## src/core/sfs_pkg.sv

```systemverilog
// Purpose: shared constants and types of the steering fault supervisor
// Assumes: 40 MHz clock, 12-bit voltage words from a same-clock ADC
// Notes:   register offsets are word addresses on the plain register port
package sfs_pkg;
	// clock and periodic evaluation rate
	localparam int CLK_MHZ       = 40;
	localparam int TICK_US       = 1000;
	localparam int TICK_CYCLES   = TICK_US * CLK_MHZ;
	localparam int CAN_WAIT_MS   = 80;
	localparam int CAN_WAIT_TICKS = (CAN_WAIT_MS * 1000) / TICK_US;
	// voltage scaling: one ADC count is VOLT_LSB_MV millivolts
	localparam int VOLT_LSB_MV   = 25;
	localparam int OPEN_DIFF_MV  = 5000;
	localparam int CLOSE_DIFF_MV = 2000;
	localparam logic [11:0] OPEN_DIFF_CNT  = 12'(OPEN_DIFF_MV / VOLT_LSB_MV);
	localparam logic [11:0] CLOSE_DIFF_CNT = 12'(CLOSE_DIFF_MV / VOLT_LSB_MV);
	// register map (word addresses)
	localparam logic [3:0] REG_CTRL   = 4'h0;
	localparam logic [3:0] REG_LIMIT0 = 4'h1; // 1..8: upper,lower per channel
	localparam logic [3:0] REG_STATUS = 4'h9;
	localparam logic [3:0] REG_REPORT = 4'ha;
	// control field positions
	localparam int CTRL_CTYPE_LSB = 0;  // [1:0] contactor control type
	localparam int CTRL_CHK_EN    = 2;  // contactor checks enable
	localparam int CTRL_CMD_LSB   = 4;  // [6:4] command input device
	localparam int CTRL_FB_LSB    = 8;  // [10:8] position feedback device
	localparam int CTRL_CAN_REQ   = 12; // CAN required
	localparam logic [15:0] CTRL_RESET  = 16'h0000;
	localparam logic [11:0] UPPER_RESET = 12'hfff;
	localparam logic [11:0] LOWER_RESET = 12'h000;
	// contactor states and selections
	localparam logic [1:0] CONT_CLOSING = 2'h1;
	localparam logic [1:0] CONT_CLOSED  = 2'h2;
	localparam logic [1:0] CTYPE_CHECKED = 2'h1;
	// fault bit positions, also priority order (lowest index wins)
	localparam int F_NVM = 0;
	localparam int F_NOCLOSE = 1;
	localparam int F_OPENED = 2;
	localparam int F_CMDA = 3;
	localparam int F_CMDB = 4;
	localparam int F_FBA = 5;
	localparam int F_FBB = 6;
	localparam int F_CAN = 7;
	localparam int NFAULT = 8;
	localparam logic [7:0] FLASH_NVM = 8'h2e; // 46, arbitrary slot
	localparam logic [1:0] TRACTION_STOP = 2'h1;

	typedef enum logic [2:0] {
		SA_NONE          = 3'h0,
		SA_WARN_SHUTDOWN = 3'h1,
		SA_SHUTDOWN      = 3'h2,
		SA_HOLD_SHUTDOWN = 3'h3,
		SA_WARN_DROP     = 3'h4
	} sfs_steer_type;

	typedef struct packed {
		logic [7:0]    flash;
		logic [3:0]    sub;
		sfs_steer_type steer;
		logic [1:0]    traction;
	} sfs_report_type;

	typedef struct packed {
		logic [11:0] cmdA;
		logic [11:0] cmdB;
		logic [11:0] fbA;
		logic [11:0] fbB;
		logic [11:0] capBank;
		logic [11:0] keyVolt;
	} sfs_analog_type;
endpackage

```

## src/core/sfs_supervisor.sv

```systemverilog
// Purpose: latches steering controller faults and reports flash codes
// Assumes: analog words, contactor state, CAN state come from clock domain;
//          keyswitch and interlock are pins and are synchronised here
// Notes:   faults are evaluated once per tick; checksum error latches at once
// Operation
// - contactor faults only with control type 1 and checks enabled
// - closed state: bank and keyswitch differ over 5 V raises opened fault
// - closing state: difference over 2 V raises did-not-close fault
// - opened fault: code 39/1, warning then shutdown, traction stop
// - did-not-close fault: code 39/5, immediate shutdown, traction stop
// - command device 0,2,3: command A out of window gives 41/1, hold
// - command device 0,2,3: command B out of window gives 42/1, hold
// - feedback device 0,2,3: feedback A out of window gives 43/1, hold
// - feedback device 0,2,3: feedback B out of window gives 44/1, hold
// - interlock on 80 ms without CAN operational gives 45/1
// - CAN check only if required; warns, drops fault output, stop
// - stored parameter checksum mismatch: shutdown, traction stop
//
// Local design decisions: strobed register access and the register addresses.
`timescale 1ns/10ps
module sfs_supervisor import sfs_pkg::*; #(
	parameter int TICK_LEN = TICK_CYCLES
) (
	input  wire logic           clock,          // 40 MHz clock
	input  wire logic           rst,            // synchronous reset
	input  wire logic [3:0]     regAddr,        // register word address
	input  wire logic [15:0]    regWrData,      // register write data
	input  wire logic           regWr,          // write strobe
	input  wire logic           regRd,          // read strobe
	output logic [15:0]         regRdData,      // read data, cycle after
	input  wire logic           keyswitchInput, // keyswitch pin
	input  wire logic           interlockIn,    // interlock pin
	input  wire sfs_analog_type analogIn,       // sampled voltages
	input  wire logic [1:0]     contactorState, // 0 open,1 closing,2 closed
	input  wire logic           canOperational, // NMT state operational
	input  wire logic           checksumBad,    // checksum mismatch pulse
	output logic [NFAULT-1:0]   faultLatched,   // latched fault bits
	output sfs_report_type      faultReport,    // active code and actions
	output logic                faultOutputOn,  // fault output driver on
	output logic                anyFault        // any fault latched
);
	// window check shared by the four analog channels
	function automatic logic outOfWindow(input logic [11:0] v,
		input logic [11:0] hi, input logic [11:0] lo);
		outOfWindow = (v > hi) || (v < lo);
	endfunction

	// absolute difference of two voltage words
	function automatic logic [11:0] absDiff(input logic [11:0] a,
		input logic [11:0] b);
		absDiff = (a > b) ? (a - b) : (b - a);
	endfunction

	// device selections 0, 2 and 3 carry analog channels
	function automatic logic analogSel(input logic [2:0] sel);
		analogSel = (sel == 3'h0) || (sel == 3'h2) || (sel == 3'h3);
	endfunction

	logic [1:0]          ksiSync_q, ksiSync_d;
	logic [1:0]          ilkSync_q, ilkSync_d;
	logic                ksiPrev_q, ksiPrev_d;
	logic [31:0]         tickCnt_q, tickCnt_d;
	logic                tick_q,    tick_d;
	logic [7:0]          ilkCnt_q,  ilkCnt_d;
	logic [15:0]         ctrl_q,    ctrl_d;
	logic [11:0]         limit_q [8];
	logic [11:0]         limit_d [8];
	logic [NFAULT-1:0]   fault_q,   fault_d;
	logic [NFAULT-1:0]   newFault;
	sfs_report_type      report_q,  report_d;
	logic                drvOn_q,   drvOn_d;
	logic                any_q,     any_d;
	logic [15:0]         rdData_q,  rdData_d;
	logic                ksiOn;
	logic                ksiRise;
	logic                ilkOn;
	logic                contChecks;

	// pins pass two flops; only the second stage is read by logic
	always_comb begin
		ksiSync_d = {ksiSync_q[0], keyswitchInput};
		ilkSync_d = {ilkSync_q[0], interlockIn};
		ksiPrev_d = ksiSync_q[1];
	end

	always_ff @(posedge clock) begin
		if (rst) begin
			ksiSync_q <= 2'h0;
			ilkSync_q <= 2'h0;
			ksiPrev_q <= 1'b0;
		end else begin
			ksiSync_q <= ksiSync_d;
			ilkSync_q <= ilkSync_d;
			ksiPrev_q <= ksiPrev_d;
		end
	end

	assign ksiOn   = ksiSync_q[1];
	assign ilkOn   = ilkSync_q[1];
	assign ksiRise = ksiOn && !ksiPrev_q; // off then on again

	// periodic evaluation tick; one-cycle enable pulse
	always_comb begin
		tick_d    = 1'b0;
		tickCnt_d = tickCnt_q + 32'h1;
		if (tickCnt_q >= 32'(TICK_LEN - 1)) begin
			tickCnt_d = 32'h0;
			tick_d    = 1'b1;
		end
	end

	always_ff @(posedge clock) begin
		if (rst) begin
			tickCnt_q <= 32'h0;
			tick_q    <= 1'b0;
		end else begin
			tickCnt_q <= tickCnt_d;
			tick_q    <= tick_d;
		end
	end

	// interlock-on time in ticks; saturates so it never wraps
	always_comb begin
		ilkCnt_d = ilkCnt_q;
		if (!ilkOn) begin
			ilkCnt_d = 8'h0;
		end else if (tick_q && ilkCnt_q < 8'(CAN_WAIT_TICKS)) begin
			ilkCnt_d = ilkCnt_q + 8'h1;
		end
	end

	always_ff @(posedge clock) begin
		if (rst) begin
			ilkCnt_q <= 8'h0;
		end else begin
			ilkCnt_q <= ilkCnt_d;
		end
	end

	// software-written configuration
	always_comb begin
		ctrl_d = ctrl_q;
		for (int i = 0; i < 8; i++) begin
			limit_d[i] = limit_q[i];
		end
		if (regWr) begin
			if (regAddr == REG_CTRL) begin
				ctrl_d = regWrData;
			end
			for (int i = 0; i < 8; i++) begin
				if (regAddr == REG_LIMIT0 + 4'(i)) begin
					limit_d[i] = regWrData[11:0];
				end
			end
		end
	end

	always_ff @(posedge clock) begin
		if (rst) begin
			ctrl_q <= CTRL_RESET;
			for (int i = 0; i < 8; i++) begin
				limit_q[i] <= i[0] ? LOWER_RESET : UPPER_RESET;
			end
		end else begin
			ctrl_q <= ctrl_d;
			for (int i = 0; i < 8; i++) begin
				limit_q[i] <= limit_d[i];
			end
		end
	end

	assign contChecks =
		(ctrl_q[CTRL_CTYPE_LSB +: 2] == CTYPE_CHECKED) &&
		ctrl_q[CTRL_CHK_EN];

	// raw fault conditions; tick-gated except the checksum pulse
	always_comb begin
		newFault = '0;
		newFault[F_NVM] = checksumBad;
		if (tick_q) begin
			newFault[F_OPENED] = contChecks &&
				(contactorState == CONT_CLOSED) &&
				(absDiff(analogIn.capBank, analogIn.keyVolt) >
				OPEN_DIFF_CNT);
			newFault[F_NOCLOSE] = contChecks &&
				(contactorState == CONT_CLOSING) &&
				(absDiff(analogIn.capBank, analogIn.keyVolt) >
				CLOSE_DIFF_CNT);
			newFault[F_CMDA] = analogSel(ctrl_q[CTRL_CMD_LSB +: 3]) &&
				outOfWindow(analogIn.cmdA, limit_q[0], limit_q[1]);
			newFault[F_CMDB] = analogSel(ctrl_q[CTRL_CMD_LSB +: 3]) &&
				outOfWindow(analogIn.cmdB, limit_q[2], limit_q[3]);
			newFault[F_FBA] = analogSel(ctrl_q[CTRL_FB_LSB +: 3]) &&
				outOfWindow(analogIn.fbA, limit_q[4], limit_q[5]);
			newFault[F_FBB] = analogSel(ctrl_q[CTRL_FB_LSB +: 3]) &&
				outOfWindow(analogIn.fbB, limit_q[6], limit_q[7]);
			newFault[F_CAN] = ctrl_q[CTRL_CAN_REQ] &&
				(ilkCnt_q >= 8'(CAN_WAIT_TICKS)) &&
				!canOperational;
		end
	end

	// latch: a keyswitch cycle clears, but a new set in that cycle wins
	always_comb begin
		fault_d = (ksiRise ? '0 : fault_q) | newFault;
	end

	// highest-priority latched fault picks the reported codes
	always_comb begin
		report_d = '{flash: 8'h0, sub: 4'h0, steer: SA_NONE,
			traction: 2'h0};
		for (int i = NFAULT - 1; i >= 0; i--) begin
			if (fault_d[i]) begin
				report_d.traction = TRACTION_STOP;
				unique case (i)
				F_NVM: begin
					report_d.flash = FLASH_NVM;
					report_d.sub   = 4'h1;
					report_d.steer = SA_SHUTDOWN;
				end
				F_NOCLOSE: begin
					report_d.flash = 8'h27;
					report_d.sub   = 4'h5;
					report_d.steer = SA_SHUTDOWN;
				end
				F_OPENED: begin
					report_d.flash = 8'h27;
					report_d.sub   = 4'h1;
					report_d.steer = SA_WARN_SHUTDOWN;
				end
				F_CAN: begin
					report_d.flash = 8'h2d;
					report_d.sub   = 4'h1;
					report_d.steer = SA_WARN_DROP;
				end
				default: begin
					// analog channels 41..44 in bit order
					report_d.flash = 8'h29 + 8'(i - F_CMDA);
					report_d.sub   = 4'h1;
					report_d.steer = SA_HOLD_SHUTDOWN;
				end
				endcase
			end
		end
		any_d   = |fault_d;
		drvOn_d = ksiOn && !fault_d[F_CAN];
	end

	always_ff @(posedge clock) begin
		if (rst) begin
			fault_q  <= '0;
			report_q <= '{flash: 8'h0, sub: 4'h0, steer: SA_NONE,
				traction: 2'h0};
			any_q    <= 1'b0;
			drvOn_q  <= 1'b0;
		end else begin
			fault_q  <= fault_d;
			report_q <= report_d;
			any_q    <= any_d;
			drvOn_q  <= drvOn_d;
		end
	end

	// read mux; unmapped addresses and idle cycles read zero
	always_comb begin
		rdData_d = 16'h0;
		if (regRd) begin
			if (regAddr == REG_CTRL) begin
				rdData_d = ctrl_q;
			end else if (regAddr == REG_STATUS) begin
				rdData_d = {8'h0, fault_q};
			end else if (regAddr == REG_REPORT) begin
				rdData_d = {report_q.sub, report_q.flash, 4'h0};
				rdData_d[2:0] = report_q.steer;
			end
			for (int i = 0; i < 8; i++) begin
				if (regAddr == REG_LIMIT0 + 4'(i)) begin
					rdData_d = {4'h0, limit_q[i]};
				end
			end
		end
	end

	always_ff @(posedge clock) begin
		if (rst) begin
			rdData_q <= 16'h0;
		end else begin
			rdData_q <= rdData_d;
		end
	end

	assign regRdData     = rdData_q;
	assign faultLatched  = fault_q;
	assign faultReport   = report_q;
	assign faultOutputOn = drvOn_q;
	assign anyFault      = any_q;
endmodule

```

## config.mk

```make
export PLATFORM = sky130hd
export DESIGN_NAME = sfs_supervisor
export DESIGN_NICKNAME = d
export VERILOG_FILES = /design/src/core/sfs_pkg.sv /design/src/core/sfs_supervisor.sv
export SDC_FILE = /design/constraint.sdc
export NUM_CORES = 1
export LEC_CHECK = 0
export ABC_AREA = 1
export BUFFER_PORTS_ARGS = -buffer_cell sky130_fd_sc_hd__buf_4
export CORE_MARGIN = 1.5
export CORE_UTILIZATION = 35
export CTS_BUF_LIST = sky130_fd_sc_hd__clkbuf_8
export CTS_CLUSTER_DIAMETER = 60
export DETAILED_ROUTE_END_ITERATION = 12
export GPL_ROUTABILITY_DRIVEN = 0
export PLACE_DENSITY = 0.51
export SYNTH_ARGS = -nofsm -noshare
export SYNTH_HDL_FRONTEND = slang
export SYNTH_SLANG_ARGS = --single-unit
```

## constraint.sdc

```tcl
create_clock -name clock -period 3 [get_ports clock]
set_input_delay 0.6 -clock clock [delete_from_list [all_inputs] [get_ports clock]]
set_output_delay 0.6 -clock clock [all_outputs]
set_load 0.1 [all_outputs]
```

==> metrics.cfg <==
[placed_design]
place_ws_ns=0.0362
portBuffers=138
dp_cells=2098
dp_hpwl_mm=26.8

[yosys]
yosysWarnings=0
synthCells=1564
synth-seq-cells=193
synth_compound_area_frac=0.193
synth_cell_types=49
syn_area_sq_um=11200
avgSynthCellArea_sq_um=7.14
synth_simple_gate_area_frac=0.198
ys_seq_area_frac=0.346
muxShareOfSynthArea=0
synth_top_family_by_area=simple AND/OR/NAND/NOR gates
synth_xor_area_frac=0.0126
synth_fa_ha_area_frac=0.136

[sta]
finalSetupTns_ns=0
worst_clock_skew_ns=0.0210
setup_viol=0
fin_ws_ns=0.374
tightest_slew_ns=0.773
layout_min_cycle_time_ns=2.63
slew_headroom=0.483
rsz0062_at_grt=no
slew_violations=0
period_share=0.875
fmax_ghz=0.381
finalHoldViolCount=0

[cells_and_area]
drive_above_1_share=0.134
fillers=3315
final_cell_mix=nand2_1, inv_1, dfxtp_1, buf_4, a21oi_1
nets=1937
fin_util=0.418
n_antenna_cell=0
final_cells=2130
final_common_cell=nand2_1
area_growth_pct=17.7

[route]
dr_wl_met3_mm=1.91
drc_errors=0
firstDrtPassIters=5
wl_met2_mm=14.8
wl_per_cell_um=16.0
routed.top_layer=met4
via_per_inst=4.89
wirelength_met1_mm=16.4
ant_nets=0
first_iter_violations=685
vias=10400
wl_mm=34.2

[cts]
numCtsBuffers=17
numClockSinks=193
cts_resized=0
cts_tree=built
post_cts_buffers=0
htreeDepth=4
hold_buffers=0
cts_buffer_depth=2
root_buffer=clkbuf_8
clk_pin_slew_ns=0.11
insertion_delay_ns=0.49

[power_and_ir_drop]
seqPwrFrac=0.475
power_switching_uw=1950
powerDensity_nw_per_um2=427
comb_power_share=0.224
clock_power_share=0.300
leakagePower_uw=0.00633
vdd.ir_drop.worst_uv=277
internal_power_uw=3660
swShare=0.348

[critical_path]
cp-start-kind=flip-flop
crit_path_max_fanout=3
worstSetupEndpoint=anyFault$_SDFF_PP0_
regToRegSetupSlack_ns=0.37
crit_path_start=limit_q[0][59]$_SDFFE_PP1P_
timing.rr.start=limit_q[0][59]$_SDFFE_PP1P_
worstPathRequired_ns=3.35
r2r-end=anyFault$_SDFF_PP0_
path_delay_family=simple AND/OR/NAND/NOR gates
cp.arrival_ns=2.97
crit_top_cell=nand2_1
path_buf_inv=2
cpPeakStageDelay_ns=0.34
slowest_stage=dfxtp_1
path_class=flip-flop to flip-flop
worstRegToRegCells=13
end_kind=flip-flop
worstPathCellList=inv_1 > ha_1 > nand4_1 > nor3_1 > nand4_1 > nand2_1 > nand2_1 > a22oi_1 > nand2_1 > inv_1 > nand2_1 > o21ai_0 > o21ai_0
crit_cells=13

[floorplan]
start_util=0.355
dieWidth_um=182
die-area_sq_um=33000
die_y_um=182
core_area_sq_um=31500
rows=65
io-pin-count=145

[global_route]
grt_max_degree=43
grt_pass1_vias=9707
antenna_found_initial=0
grt_pass1_wl_mm=53.0
grt_usage=0.208
grt_overflow_total=0

[worst_hold_path]
hp-class=input port to flip-flop

[run_status]
outcome=finished, final reports clean

[job]
cap_violations=0

[cell usage after synthesis (all sizes together)]
cell type  number  area [sq um]
a2111oi         1          8.76
a211oi          7          52.6
a21boi          4          30.0
a21o            1          7.51
a21oi         173           866
a221oi          5          43.8
a22oi           2          15.0
a31oi           1          6.26
a41oi           2          17.5
and2            1          6.26
and3            1          6.26
buf            21           130
clkbuf         42           158
clkinv          1          3.75
conb            1          3.75
dfxtp         193          3860
fa              2          40.0
ha            118          1480
inv           262           983
nand2         313          1200
nand3          51           265
nand3b          2          15.0
nand4          19           119
nor2          103           402
nor3           18          90.1
nor3b           5          37.5
nor4            7          43.8
o2111ai         7          61.3
o211ai         34           255
o21a            2          15.0
o21ai         128           644
o21bai          5          37.5
o221ai          4          35.0
o22ai           6          37.5
o31ai           2          15.0
o41ai           1          8.76
or2             3          18.8
xnor2           4          35.0
xor2           12           105
[stage by stage]
step	total power (uW)	area, sq um	hold slack, ns
after floorplan	3570	11200	0.388
after global routing	5910	13100	0.300
after detailed placement	3990	12800	0.395
final	5620	13100	0.321
after CTS	5670	13100	0.301
after global placement	3980	12800	0.395
[worst reg2reg max path: cells and delay by family (launching register included)]
family / cells / cell delay, ns
simple gates: 7 / 0.95
flops: 1 / 0.34
fa+ha+maj: 1 / 0.32
buf+inv: 2 / 0.15
compound gates: 3 / 0.71
[kinds of logic after synthesis]
kind of cell,Yosys count
AOI/OAI and AO/OA,385
xor gates and xnor gates,16
adders and majority gates,120
buffers and inverters,326
DFF,193
other,1
and+or+nand+nor,523
[area by class of cell]
| cell class | instances | area [sq um] | area share |
|---|---|---|---|
| clock buffer | 17 | 234 | 0.0178 |
| sequential | 193 | 3860 | 0.294 |
| tap | 402 | 503 | 0.0383 |
| timing repair buffer | 174 | 1310 | 0.0994 |
| multi-input combinational | 1066 | 6100 | 0.465 |
| clock inverter | 15 | 143 | 0.0109 |
| inverter | 263 | 987 | 0.0751 |
[power groups by stage]
stage               registers [uW]  logic [uW]  clock network, uW
detailed placement            2730        1260                  0
finish                        2670        1260               1690
global route                  2680        1400               1830
CTS                           2670        1260               1740
global placement              2730        1250                  0
floorplan                     2880         686                  0
[how the worst min path moves through the flow]
stage | cells after the start | end | from
floorplan | 2 | ilkSync_q[1]$_SDFF_PP0_ | ilkSync_q[0]$_SDFF_PP0_
global placement | 2 | ksiSync_q[1]$_SDFF_PP0_ | ksiSync_q[0]$_SDFF_PP0_
detailed placement | 2 | ksiSync_q[1]$_SDFF_PP0_ | ksiSync_q[0]$_SDFF_PP0_
CTS | 3 | ksiSync_q[0]$_SDFF_PP0_ | keyswitchInput
global route | 3 | ksiSync_q[0]$_SDFF_PP0_ | keyswitchInput
finish | 3 | ilkSync_q[0]$_SDFF_PP0_ | interlockIn
[metal layers]
metal  up-vias  track usage
met4         0       0.0800
met5         -            0
met1      4656        0.285
met3        52       0.0341
met2       308        0.328
li1       5408            -
[sequential cells by signal (all words and copies together), names as in the netlist]
name           cells
ilkCnt_q           8
regRdData         16
anyFault           1
faultOutputOn      1
ksiSync_q          2
limit_q           96
ctrl_q            16
faultReport        9
ilkSync_q          2
ksiPrev_q          1
tickCnt_q         32
faultLatched       8
tick_q             1
Note: power is estimated with default switching activity, not from simulation.
